[src/stc_pkg.sv]
/*
  Shared constants for the stripe track decoder: register map, field
  positions, track formats and decoder states.
  Assumes a single core clock domain and a plain register port.
*/
package stc_pkg;
  // ****************************************
  // Sizes
  // ****************************************
  localparam int ADDR_W = 4;
  localparam int DATA_W = 16;
  localparam int BIT_AW = 10;
  localparam int BIT_DEPTH = 1024;
  localparam int CHR_AW = 7;
  localparam int CHR_DEPTH = 128;
  // ****************************************
  // Register map
  // ****************************************
  localparam logic [ADDR_W-1:0] OFF_CTRL = 4'h0;
  localparam logic [ADDR_W-1:0] OFF_STATUS = 4'h4;
  localparam logic [ADDR_W-1:0] OFF_CHAR = 4'h8;
  localparam logic [ADDR_W-1:0] OFF_BITS = 4'hc;
  localparam logic [3:0] CTRL_RESET = 4'h1;
  localparam int CTRL_PAR = 2;
  localparam int CTRL_BIDIR = 3;
  localparam int STB_CARD = 0;
  localparam int STB_BUSY = 1;
  localparam int STB_DONE = 2;
  localparam int STB_PAR = 3;
  localparam int STB_LRC = 4;
  localparam int STB_NOMARK = 5;
  localparam int STB_REV = 6;
  localparam int STB_NCHR = 8;
  // ****************************************
  // Track formats
  // ****************************************
  localparam logic [1:0] TRK1 = 2'h0;
  localparam logic [2:0] WLAST_ALPHA = 3'h6;
  localparam logic [2:0] WLAST_NUM = 3'h4;
  // Start markers written parity first, most significant bit first
  localparam logic [6:0] START_ALPHA = 7'h45;
  localparam logic [4:0] START_NUM = 5'h0b;
  localparam logic [5:0] END_ALPHA = 6'h1f;
  localparam logic [3:0] END_NUM = 4'hf;
  localparam logic [5:0] FIELD_ALPHA = 6'h3e;
  localparam logic [3:0] FIELD_NUM = 4'hd;
  localparam logic [7:0] ASC_ALPHA = 8'h20;
  localparam logic [7:0] ASC_NUM = 8'h30;
  typedef enum logic [2:0] {
    ST_IDLE, ST_CAPTURE, ST_HUNT, ST_FRAME, ST_DONE
  } stc_state_e;
endpackage

[src/stc_link_if.sv]
/*
  Bit stream from the pin front end to the decoder core.
  Assumes both ends run on the same core clock.
*/
`timescale 1ns/1ps
interface stc_link_if;
  logic card_present;
  logic bit_valid;
  logic bit_val;
  modport front (output card_present, output bit_valid, output bit_val);
  modport core (input card_present, input bit_valid, input bit_val);
endinterface

[src/stc_front.sv]
/*
  Pin front end: synchronises the reader's card-sensed, strobe and data
  lines and turns each strobe falling edge into a one-cycle bit pulse.
  Assumes the reader lines rest high and may change at any time.
*/
`timescale 1ns/1ps
module stc_front
(
  // Clock and reset
  input  wire logic core_clk,
  input  wire logic reset_n,
  // Reader pins
  input  wire logic card_sense_n,
  input  wire logic strobe_n,
  input  wire logic data_n,
  // Bit stream
  stc_link_if.front lk
);
  typedef struct packed {
    logic [2:0] s1;
    logic [2:0] s2;
    logic       strobe_prev;
    logic       card;
    logic       valid;
    logic       bit_val;
  } stc_front_s;

  stc_front_s q;
  stc_front_s next_q;

  always_comb
  begin
    next_q = q;
    next_q.s1 = {card_sense_n, strobe_n, data_n};
    next_q.s2 = q.s1;
    next_q.strobe_prev = q.s2[1];
    next_q.card = !q.s2[2];
    // Falling strobe edge is the bit clock; low data is a one
    next_q.valid = q.strobe_prev && !q.s2[1];
    next_q.bit_val = !q.s2[0];
  end

  always_ff @(posedge core_clk)
  begin
    if (!reset_n)
      q <= '{s1: 3'h7, s2: 3'h7, strobe_prev: 1'h1, default: '0};
    else
      q <= next_q;
  end

  assign lk.card_present = q.card;
  assign lk.bit_valid = q.valid;
  assign lk.bit_val = q.bit_val;
endmodule

[src/stc_decoder.sv]
/*
  Stripe track decoder: captures the reader's bit stream while a card is
  present, then hunts the start marker, frames characters, checks odd
  parity and the longitudinal check, retries in reverse when enabled and
  offers ASCII characters on a small register port.
  Assumes a reader that drives active-low card-sensed, strobe and data.
*/
// Operation
// - Track 1 characters are six data bits plus odd parity.
// - Track 2 and 3 characters are four data bits plus odd parity.
// - Characters arrive least significant bit first, parity last.
// - Track 2 start marker is serial 11010, value 0Bh.
// - Track holds zeros, start, data, end marker, check character, zeros.
// - Check character equals XOR of all data bits incl. both markers.
// - Check character parity is its own odd parity.
// - Parity and check tests run after the card has left.
// - Card-sensed, data and strobe are active low.
// - A bit is taken on the strobe falling edge.
// - Start detection includes leading zeros: four zeros plus marker.
// - Framing starts only after the start marker matches.
// - Track 1 passes six data bits with parity checked, or seven raw.
// - Tracks 2 and 3 pass the five-bit word including parity.
// - Raw bits are stored and searched; else search reversed.
// - Start match followed by end marker is a false hit; reverse.
// - Unreadable only after both directions fail.
// - Bidirectional capture starts at the first one bit.
// - Track 1 ASCII is data plus 20h.
// - Track 2 and 3 ASCII is data plus 30h.
// - Data high at strobe is a zero, low is a one.
`timescale 1ns/1ps
module stc_decoder
(
  // Clock and reset
  input  wire logic                        core_clk,
  input  wire logic                        reset_n,
  // Reader pins
  input  wire logic                        card_sense_n,
  input  wire logic                        strobe_n,
  input  wire logic                        data_n,
  // Register port
  input  wire logic [stc_pkg::ADDR_W-1:0] reg_addr,
  input  wire logic [stc_pkg::DATA_W-1:0] reg_wdata,
  input  wire logic                        reg_wr,
  input  wire logic                        reg_rd,
  output logic      [stc_pkg::DATA_W-1:0] reg_rdata
);
  // ****************************************
  // State
  // ****************************************
  typedef struct packed {
    stc_pkg::stc_state_e st;
    logic [3:0]          ctrl;
    logic [10:0]         nbits;
    logic [10:0]         pos;
    logic [10:0]         left;
    logic                rev;
    logic                seen_one;
    logic [15:0]         sh;
    logic [6:0]          wd;
    logic [2:0]          wcnt;
    logic [5:0]          lrc;
    logic                first;
    logic                got_end;
    logic [7:0]          nchr;
    logic [6:0]          rd_idx;
    logic                par_err;
    logic                lrc_err;
    logic                nomark;
    logic [15:0]         rdata;
  } stc_core_s;

  stc_core_s q;
  stc_core_s next_q;

  stc_link_if lk ();

  stc_front u_front
  (
    .core_clk     (core_clk),
    .reset_n      (reset_n),
    .card_sense_n (card_sense_n),
    .strobe_n     (strobe_n),
    .data_n       (data_n),
    .lk           (lk.front)
  );

  // Raw bits kept whole so the stream can be walked either way
  logic        bmem [stc_pkg::BIT_DEPTH];
  logic [15:0] cmem [stc_pkg::CHR_DEPTH];

  logic        alpha;
  logic [2:0]  w_last;
  logic        cur;
  logic [15:0] sh_n;
  logic [6:0]  wd_n;
  logic [5:0]  dat;
  logic [5:0]  endc;
  logic [5:0]  startc;
  logic        hit;
  logic        par_ok;
  logic        char_done;
  logic [7:0]  ascii;
  logic [7:0]  raw;
  logic        bm_we;
  logic        cm_we;
  logic        fail;
  logic        pass;
  logic [15:0] stat;

  // ****************************************
  // Character decode
  // ****************************************
  always_comb
  begin
    alpha = q.ctrl[1:0] == stc_pkg::TRK1;
    w_last = alpha ? stc_pkg::WLAST_ALPHA : stc_pkg::WLAST_NUM;
    cur = bmem[q.pos[9:0]];
    sh_n = {cur, q.sh[15:1]};
    // New bits enter at the top, so a finished character sits
    // with bit 0 lowest and parity highest
    wd_n = alpha ? {cur, q.wd[6:1]} : {2'h0, cur, q.wd[4:1]};
    dat = alpha ? wd_n[5:0] : {2'h0, wd_n[3:0]};
    endc = alpha ? stc_pkg::END_ALPHA : {2'h0, stc_pkg::END_NUM};
    startc = alpha ? stc_pkg::START_ALPHA[5:0] : {2'h0, stc_pkg::START_NUM[3:0]};
    // Four leading zeros ahead of the marker keep blank-track noise out
    if (alpha)
      hit = sh_n[15:9] == stc_pkg::START_ALPHA && sh_n[8:5] == 4'h0;
    else
      hit = sh_n[15:11] == stc_pkg::START_NUM && sh_n[10:7] == 4'h0;
    par_ok = ^wd_n;
    char_done = q.st == stc_pkg::ST_FRAME && q.wcnt == w_last;
    ascii = {2'h0, dat} + (alpha ? stc_pkg::ASC_ALPHA : stc_pkg::ASC_NUM);
    if (alpha && q.ctrl[stc_pkg::CTRL_PAR])
      raw = {2'h0, dat};
    else
      raw = {1'h0, wd_n};
  end

  // ****************************************
  // Control
  // ****************************************
  always_comb
  begin
    next_q = q;
    bm_we = 1'h0;
    cm_we = 1'h0;
    fail = 1'h0;
    pass = 1'h0;
    case (q.st)
      stc_pkg::ST_IDLE, stc_pkg::ST_DONE:
      begin
        if (lk.card_present)
        begin
          next_q.st = stc_pkg::ST_CAPTURE;
          next_q.nbits = '0;
          next_q.seen_one = 1'h0;
          next_q.nchr = '0;
          next_q.rd_idx = '0;
          next_q.rev = 1'h0;
          next_q.par_err = 1'h0;
          next_q.lrc_err = 1'h0;
          next_q.nomark = 1'h0;
        end
      end
      stc_pkg::ST_CAPTURE:
      begin
        // In bidirectional mode the leading zeros are not kept
        if (lk.bit_valid && !q.nbits[10]
            && (!q.ctrl[stc_pkg::CTRL_BIDIR] || q.seen_one || lk.bit_val))
        begin
          bm_we = 1'h1;
          next_q.nbits = q.nbits + 11'h1;
          next_q.seen_one = 1'h1;
        end
        if (!lk.card_present)
        begin
          next_q.st = stc_pkg::ST_HUNT;
          next_q.pos = '0;
          next_q.left = q.nbits;
          next_q.sh = '0;
        end
      end
      stc_pkg::ST_HUNT:
      begin
        if (q.left == 11'h0)
        begin
          next_q.nomark = 1'h1;
          fail = 1'h1;
        end
        else
        begin
          next_q.pos = q.rev ? q.pos - 11'h1 : q.pos + 11'h1;
          next_q.left = q.left - 11'h1;
          next_q.sh = sh_n;
          if (hit)
          begin
            next_q.st = stc_pkg::ST_FRAME;
            next_q.lrc = startc;
            next_q.wd = '0;
            next_q.wcnt = '0;
            next_q.first = 1'h1;
            next_q.got_end = 1'h0;
          end
        end
      end
      stc_pkg::ST_FRAME:
      begin
        if (q.left == 11'h0)
        begin
          next_q.nomark = 1'h1;
          fail = 1'h1;
        end
        else
        begin
          next_q.pos = q.rev ? q.pos - 11'h1 : q.pos + 11'h1;
          next_q.left = q.left - 11'h1;
          next_q.wd = wd_n;
          next_q.wcnt = q.wcnt + 3'h1;
          if (char_done)
          begin
            next_q.wcnt = '0;
            next_q.first = 1'h0;
            next_q.wd = '0;
            if (!par_ok)
              next_q.par_err = 1'h1;
            if (q.got_end)
            begin
              // Character after the end marker is the check character
              next_q.lrc_err = dat != q.lrc;
              if (dat != q.lrc || !par_ok || q.par_err)
                fail = 1'h1;
              else
                pass = 1'h1;
            end
            else if (q.first && dat == endc)
            begin
              // Check character looked like a start marker
              next_q.nomark = 1'h1;
              fail = 1'h1;
            end
            else
            begin
              next_q.lrc = q.lrc ^ dat;
              if (dat == endc)
                next_q.got_end = 1'h1;
              else if (!q.nchr[7])
              begin
                cm_we = 1'h1;
                next_q.nchr = q.nchr + 8'h1;
              end
            end
          end
        end
      end
      default:
        next_q.st = stc_pkg::ST_IDLE;
    endcase

    // A failed forward pass is retried from the far end
    if (fail)
    begin
      if (q.ctrl[stc_pkg::CTRL_BIDIR] && !q.rev)
      begin
        next_q.st = stc_pkg::ST_HUNT;
        next_q.rev = 1'h1;
        next_q.pos = q.nbits - 11'h1;
        next_q.left = q.nbits;
        next_q.sh = '0;
        next_q.nchr = '0;
        next_q.par_err = 1'h0;
        next_q.lrc_err = 1'h0;
        next_q.nomark = 1'h0;
      end
      else
        next_q.st = stc_pkg::ST_DONE;
    end
    if (pass)
      next_q.st = stc_pkg::ST_DONE;

    // Register port
    if (reg_wr && reg_addr == stc_pkg::OFF_CTRL)
      next_q.ctrl = reg_wdata[3:0];
    if (reg_wr && reg_addr == stc_pkg::OFF_CHAR)
      next_q.rd_idx = reg_wdata[6:0];
    next_q.rdata = '0;
    if (reg_rd)
    begin
      case (reg_addr)
        stc_pkg::OFF_CTRL:
          next_q.rdata = {12'h000, q.ctrl};
        stc_pkg::OFF_STATUS:
          next_q.rdata = stat;
        stc_pkg::OFF_CHAR:
        begin
          next_q.rdata = cmem[q.rd_idx];
          next_q.rd_idx = q.rd_idx + 7'h1;
        end
        stc_pkg::OFF_BITS:
          next_q.rdata = {5'h00, q.nbits};
        default:
          next_q.rdata = '0;
      endcase
    end
  end

  // Error flags only show once decoding has finished
  always_comb
  begin
    stat = '0;
    stat[stc_pkg::STB_CARD] = lk.card_present;
    stat[stc_pkg::STB_BUSY] = q.st != stc_pkg::ST_IDLE && q.st != stc_pkg::ST_DONE;
    stat[stc_pkg::STB_DONE] = q.st == stc_pkg::ST_DONE;
    stat[stc_pkg::STB_PAR] = stat[stc_pkg::STB_DONE] && q.par_err;
    stat[stc_pkg::STB_LRC] = stat[stc_pkg::STB_DONE] && q.lrc_err;
    stat[stc_pkg::STB_NOMARK] = stat[stc_pkg::STB_DONE] && q.nomark;
    stat[stc_pkg::STB_REV] = q.rev;
    stat[15:stc_pkg::STB_NCHR] = q.nchr;
  end

  // ****************************************
  // Registers and memories
  // ****************************************
  always_ff @(posedge core_clk)
  begin
    if (!reset_n)
      q <= '{st: stc_pkg::ST_IDLE, ctrl: stc_pkg::CTRL_RESET, default: '0};
    else
      q <= next_q;
  end

  always_ff @(posedge core_clk)
  begin
    if (bm_we)
      bmem[q.nbits[9:0]] <= lk.bit_val;
    if (cm_we)
      cmem[q.nchr[6:0]] <= {raw, ascii};
  end

  assign reg_rdata = q.rdata;
endmodule

[config.mk]
export PLATFORM = sky130hd
export DESIGN_NAME = stc_decoder
export DESIGN_NICKNAME = d
export VERILOG_FILES = /design/src/stc_pkg.sv /design/src/stc_link_if.sv /design/src/stc_front.sv /design/src/stc_decoder.sv
export SDC_FILE = /design/constraint.sdc
export NUM_CORES = 2
export LEC_CHECK = 0
export BUFFER_PORTS_ARGS = -buffer_cell sky130_fd_sc_hd__clkbuf_2
export CAP_MARGIN = 20
export CELL_PAD_IN_SITES_DETAIL_PLACEMENT = 0
export CELL_PAD_IN_SITES_GLOBAL_PLACEMENT = 1
export CORE_MARGIN = 3
export CORE_UTILIZATION = 55
export CTS_BUF_LIST = sky130_fd_sc_hd__clkbuf_16
export DETAILED_ROUTE_END_ITERATION = 16
export GPL_TIMING_DRIVEN = 0
export PLACE_DENSITY = 0.82
export SLEW_MARGIN = 20
export SYNTH_ARGS = -nofsm -noshare
export SYNTH_HDL_FRONTEND = slang
export SYNTH_HIERARCHICAL = 1
export SYNTH_SLANG_ARGS = --single-unit
[constraint.sdc]
create_clock -name core_clk -period 20.7 [get_ports core_clk]
set_input_delay 2.07 -clock core_clk [delete_from_list [all_inputs] [get_ports core_clk]]
set_output_delay 2.07 -clock core_clk [all_outputs]
set_load 0.02 [all_outputs]
### Word-level counts from Yosys, hierarchy flattened

Memories as Yosys holds them, arrays and structs flattened. A register that Yosys moved wholly into a read port is not among the register bits.
Cells that the tools add are included.
W data, S select, Z words.

| word-level totals | value |
|---|---|
| bits in writable memories | 2816 |
| logic and storage cells | 209 |
| flip-flop bits (word level) | 120 |
| memories kept | 2 |
| input port bits | 27 |
| output and inout port bits | 16 |

Memories:

| name | depth | width | rd ports | clocked after memory_dff | write ports | RTL line | text |
|---|---|---|---|---|---|---|---|
| cmem | 128 | 14 | 1 | 1 | 1 | stc_decoder.sv:89 | `logic [15:0] cmem [stc_pkg::CHR_DEPTH];` |
| bmem | 1024 | 1 | 1 | 1 | 1 | stc_decoder.sv:88 | `logic bmem [stc_pkg::BIT_DEPTH];` |

| cells by class | value |
|---|---|
| reductions and logical operators | 46 |
| equality and inequality tests | 31 |
| bitwise operators | 2 |
| add/sub/neg operators | 9 |
| mux-type cells | 93 |

Operators by type and width:

| cell | count |
|---|---|
| $pmux W16 S4 | 1 |
| $mux W26 | 2 |
| $mux W7 | 7 |
| $mux W16 | 3 |
| $mux W23 | 2 |
| $mux W22 | 2 |
| $pmux W22 S2 | 1 |
| $mux W18 | 2 |
| $pmux W18 S2 | 1 |
| $mux W1 | 34 |
| $mux W34 | 1 |
| $mux W11 | 3 |
| $sub A11 B1 Y11 const B | 3 |
| $mux W8 | 4 |
| $pmux W16 S2 | 1 |
| $mux W3 | 10 |
| $add A11 B1 Y11 const B | 2 |
| $pmux W11 S2 | 1 |
| $mux W6 | 3 |
| $mux W9 | 2 |
| $ne A2 B2 Y1 const B | 8 |
| $pmux W8 S2 | 1 |
| $logic_and A1 B1 Y1 | 15 |
| $ne A3 B3 Y1 const B | 5 |
| other kinds (43) | 67 |

### Depth between registers and ports, before layout

| depth | value |
|---|---|
| depth in word-level cells | 13 |
| mapped depth | 20 |
| gate-level depth less buffers | 13 |

### Modules after synthesis

The synthesis kept the hierarchy.

Modules (own cells, without submodules):

| module | cells each | instances | seq. area each (µm²) | area an instance (µm²) |
|---|---|---|---|---|
| stc_decoder | 5767 | 1 | 71228.3 | 99186.4 |
| stc_front | 20 | 1 | 200.2 | 265.3 |

### Worst setup path before layout

OpenSTA, ideal clock, no wires.

| timing | value |
|---|---|
| path kind | register -> register |
| start point | reg u_front.q, in the netlist u_front/lk.bit_val |
| end point | mem bmem[0] (data pin) |
| period minus slack after synthesis | 15.564 ns |
| slack | 5.136 ns |
| library setup time | 2.816 ns |
| buffers on the path | 0 |
| arrival | 12.749 ns |
| data required time | 17.884 ns |
| stages on the path, launching flop included | 1 |
| cell sequence | dfxtp_1 |

RTL lines:

| what | RTL line | text |
|---|---|---|
| start: declaration | stc_front.sv:28 | `stc_front_s q;` |
| start signal: assignment | stc_front.sv:48 | `q <= next_q;` |
| end: declaration | stc_decoder.sv:88 |  |

No word-level cell before the write port.

==> metrics.txt <==
synthesis-stage register bit count=2,416; maximum root-to-sink buffer count=3; CTS H-tree depth=4; Routed Wire Length=311.6 mm; minimum clock period after layout=7.296 ns; Syn Area/Cell=17.19 um^2; post-synth top area share=0.6957; Post CTS Setup Buffer Count=0; vias in the first global route=56,640; Critical Path Slowest Stage Cell=a2111oi_1; worst path cell trace=buf_2 -> buf_2 -> clkbuf_2 -> buf_2 -> mux4_2 -> a2111oi_1 -> nor4_1 -> o211ai_1 -> nor2_1 -> o41ai_4 -> a21oi_2 -> or4_1 -> buf_2 -> a21oi_2 -> clkbuf_1 -> and2_1; synth unique cells=74; CP Launch Type=flip-flop; Synth Warn #=6; Max Fclk=137.1 MHz; initial antenna violation count=13; FF-to-FF End=q[63]; first drt pass iteration count=7; crit path DAT=8.10 ns; TritonCTS clock tree=yes; Vias/cell=6.847; min-delay src=u_front/q[4]; max_slew headroom=0.1381; RSZ-0062 raised after global routing=false; Critical Path Sink Type=flip-flop; Lkg Pwr=about 0.034 uW; final hold vios=0; CTS Hold Bufs=0; clk slew on worst S/H paths=0.06 ns; GRT met1 Usage=0.4602; clock latency at the later pin of the worst-skew pair=0.89 ns; IO Count=43; final HPWL from detailed placement=204.4 mm; clk_skew=roughly 0.04 ns; pre-CTS WS=13.56 ns; Top FF cell, synth=edfxtp_1; chip width=431.2 um; Area Overhead vs Synth=11.68%; Post-Syn Instances=5,787; synth top area cells=edfxtp_1 70%, mux4_2 15%, nor2_1 4.6%; total congestion overflow=0; maxcap violations=0; Critical Path Fanout Max=11; largest net degree at the start of global routing=114; status=complete, no violations; synth cell count leaders=2,304 x edfxtp_1, 1,230 x nor2_1, 653 x mux4_2, 343 x clkbuf_1, 215 x nand2_1; gp weighted congestion=0.9905; Port Buffers=32; WL/cell=36.04 um; global-route track usage on met3=0.1139; Rows=155; EDFF count, synth=2,304; worst setup margin=13.40 ns; Seq/Total Area, Yosys=0.7182; reg2reg path depth=16; vias=59,210; Final period util=0.3525; Slew Limit Fails=0; M2 GR Usage=0.4903; CTS sink cnt=around 2,400; r2r setup slk=13.40 ns; worst slew pin tran=1.293 ns; worst vdd ir=0.1007 mV; cell mode on critical path=buf_2; r2r startpoint=q[82]; CP Launch Point=q[82]; Post-Syn Area=99,450 um^2; critical setup path kind=reg2reg; hold_ws=0.3779 ns; PostCTS Resize Cnt=0; CP Data Required Time=between 20 and 25 ns; first-pass GRT wire length=430.9 mm; Root Buffer=clkbuf_16; Post-DRT Antenna Nets=0; crit-path max cell delay=approximately 0.98 ns; Final Net Count=6,141; Die Ht=431.2 um; Min-Delay Path Class=reg2reg; most numerous cell in the Yosys netlist=edfxtp_1; Hold Path Stages=1; CTS Buf Count=232; pwr/cell area=86.70 nW/um^2; async set-reset flop share out of synthesis=0; synthesized net count=~5,800; Initial Util=0.5556; Synth area leader=edfxtp_1; hold endpoint=u_front/lk.bit_val; Most Crowded Layer GR=met2; core area=179,000 um^2; Final setup viols=0; die area=186,000 um^2; number of DRC markers in iteration 0=~11,000; layout cell share with drive strength beyond 1=0.2041; Post-route DRC=0; GRT Resource Usage Total=0.3355
-- power by group --
| group | internal, uW | total, uW | switching, uW |
|---|---|---|---|
| combinational | 57.2 | 167 | 109 |
| clock | 2320 | 4170 | 1850 |
| sequential | 5290 | 5290 | 1.69 |
| total | 7670 | 9630 | 1960 |
-- layout by cell type, fill, tap and decap left out, types with 23 or more instances in the layout --
cell       instances
a21oi_1           96
a22oi_1           57
and2_1            23
buf_2             62
buf_4             38
clkbuf_1         307
clkbuf_16        239
clkbuf_2          68
clkinv_1          64
clkinv_2          34
dfxtp_1          107
edfxtp_1        2304
inv_1             68
mux2_2            31
mux2i_1           98
mux4_2           653
nand2_1          214
nand3_1           68
nor2_1          1210
nor2b_1           25
o21ai_0           61
-- area by class of cell --
type                            count  area, um^2
Antenna cell                        6       15.01
Buffer                            467        2128
Inverter                           20       85.08
Tap cell                         2355        2947
Multi-Input combinational cell   2884       26040
Clock inverter                    187        1390
Timing Repair Buffer               73        1027
Sequential cell                  2416       71450
Fill cell                       12560       67940
Clock buffer                      239        5981
-- how the worst max path moves through the flow --
stage / to / slack (ns) / cells past startpoint
after global routing: q[64] / 13.29 / 16
after global placement: bmem[752] / -3.06 / 7
after detailed placement: q[58] / 13.56 / 16
after floorplan: bmem[0] / 5.14 / 0
final: q[63] / 13.40 / 16
after CTS: q[63] / 13.52 / 16
-- through the flow --
| stage | area, um^2 | cells | util | total power [uW] | setup TNS (ns) |
|---|---|---|---|---|---|
| 2_1_floorplan | 99450 | 5787 | - | 5503 | 0 |
| 3_3_place_gp | 102600 | 8174 | 0.5729 | 5580 | -5801.79 |
| 3_5_place_dp | 103600 | 8212 | 0.5788 | 5558 | 0 |
| 4_1_cts | 111000 | 8638 | 0.6200 | 9616 | 0 |
| 5_1_grt | 111000 | 8641 | 0.6204 | 9806 | 0 |
| 6_report | 111100 | 8647 | 0.6205 | 9629 | 0 |
-- registers in the layout, summed over array words and instances (netlist names) --
name,flops
bmem,1024
cmem,1280
q,86
reg_rdata,16
u_front/lk.bit_val,1
u_front/lk.bit_valid,1
u_front/lk.card_present,1
u_front/next_q,4
u_front/q,3
-- worst max-delay path: cells and delay by family, from the launching register on --
kind / cells / cell delay (ns)
and+or+nand+nor: 4 / 1.09
muxes: 1 / 0.45
DFF: 1 / 0.37
AOI/OAI and AO/OA: 5 / 2.36
buffers and inverters: 6 / 2.91
-- cell families after synthesis --
kind of cell	count (synthesis)	share of synthesized area
AND/OR/NAND/NOR	1703	0.07057
AO/OA/AOI/OAI	355	0.02402
multiplexers	782	0.1613
adder cells (fa/ha/maj)	20	0.002592
XOR/XNOR	24	0.002114
flip-flops	2416	0.7182
buffers and inverters	487	0.02124
-- metal layers --
| layer | share of wire | wire length [um] | up-vias |
|---|---|---|---|
| li1 | - | - | 23130 |
| met1 | 0.35 | 109000 | 30450 |
| met2 | 0.44 | 137900 | 4760 |
| met3 | 0.15 | 47320 | 857 |
| met4 | 0.056 | 17400 | 4 |
| met5 | 0.00033 | 103 | - |
(Power assumes the default switching activity.)
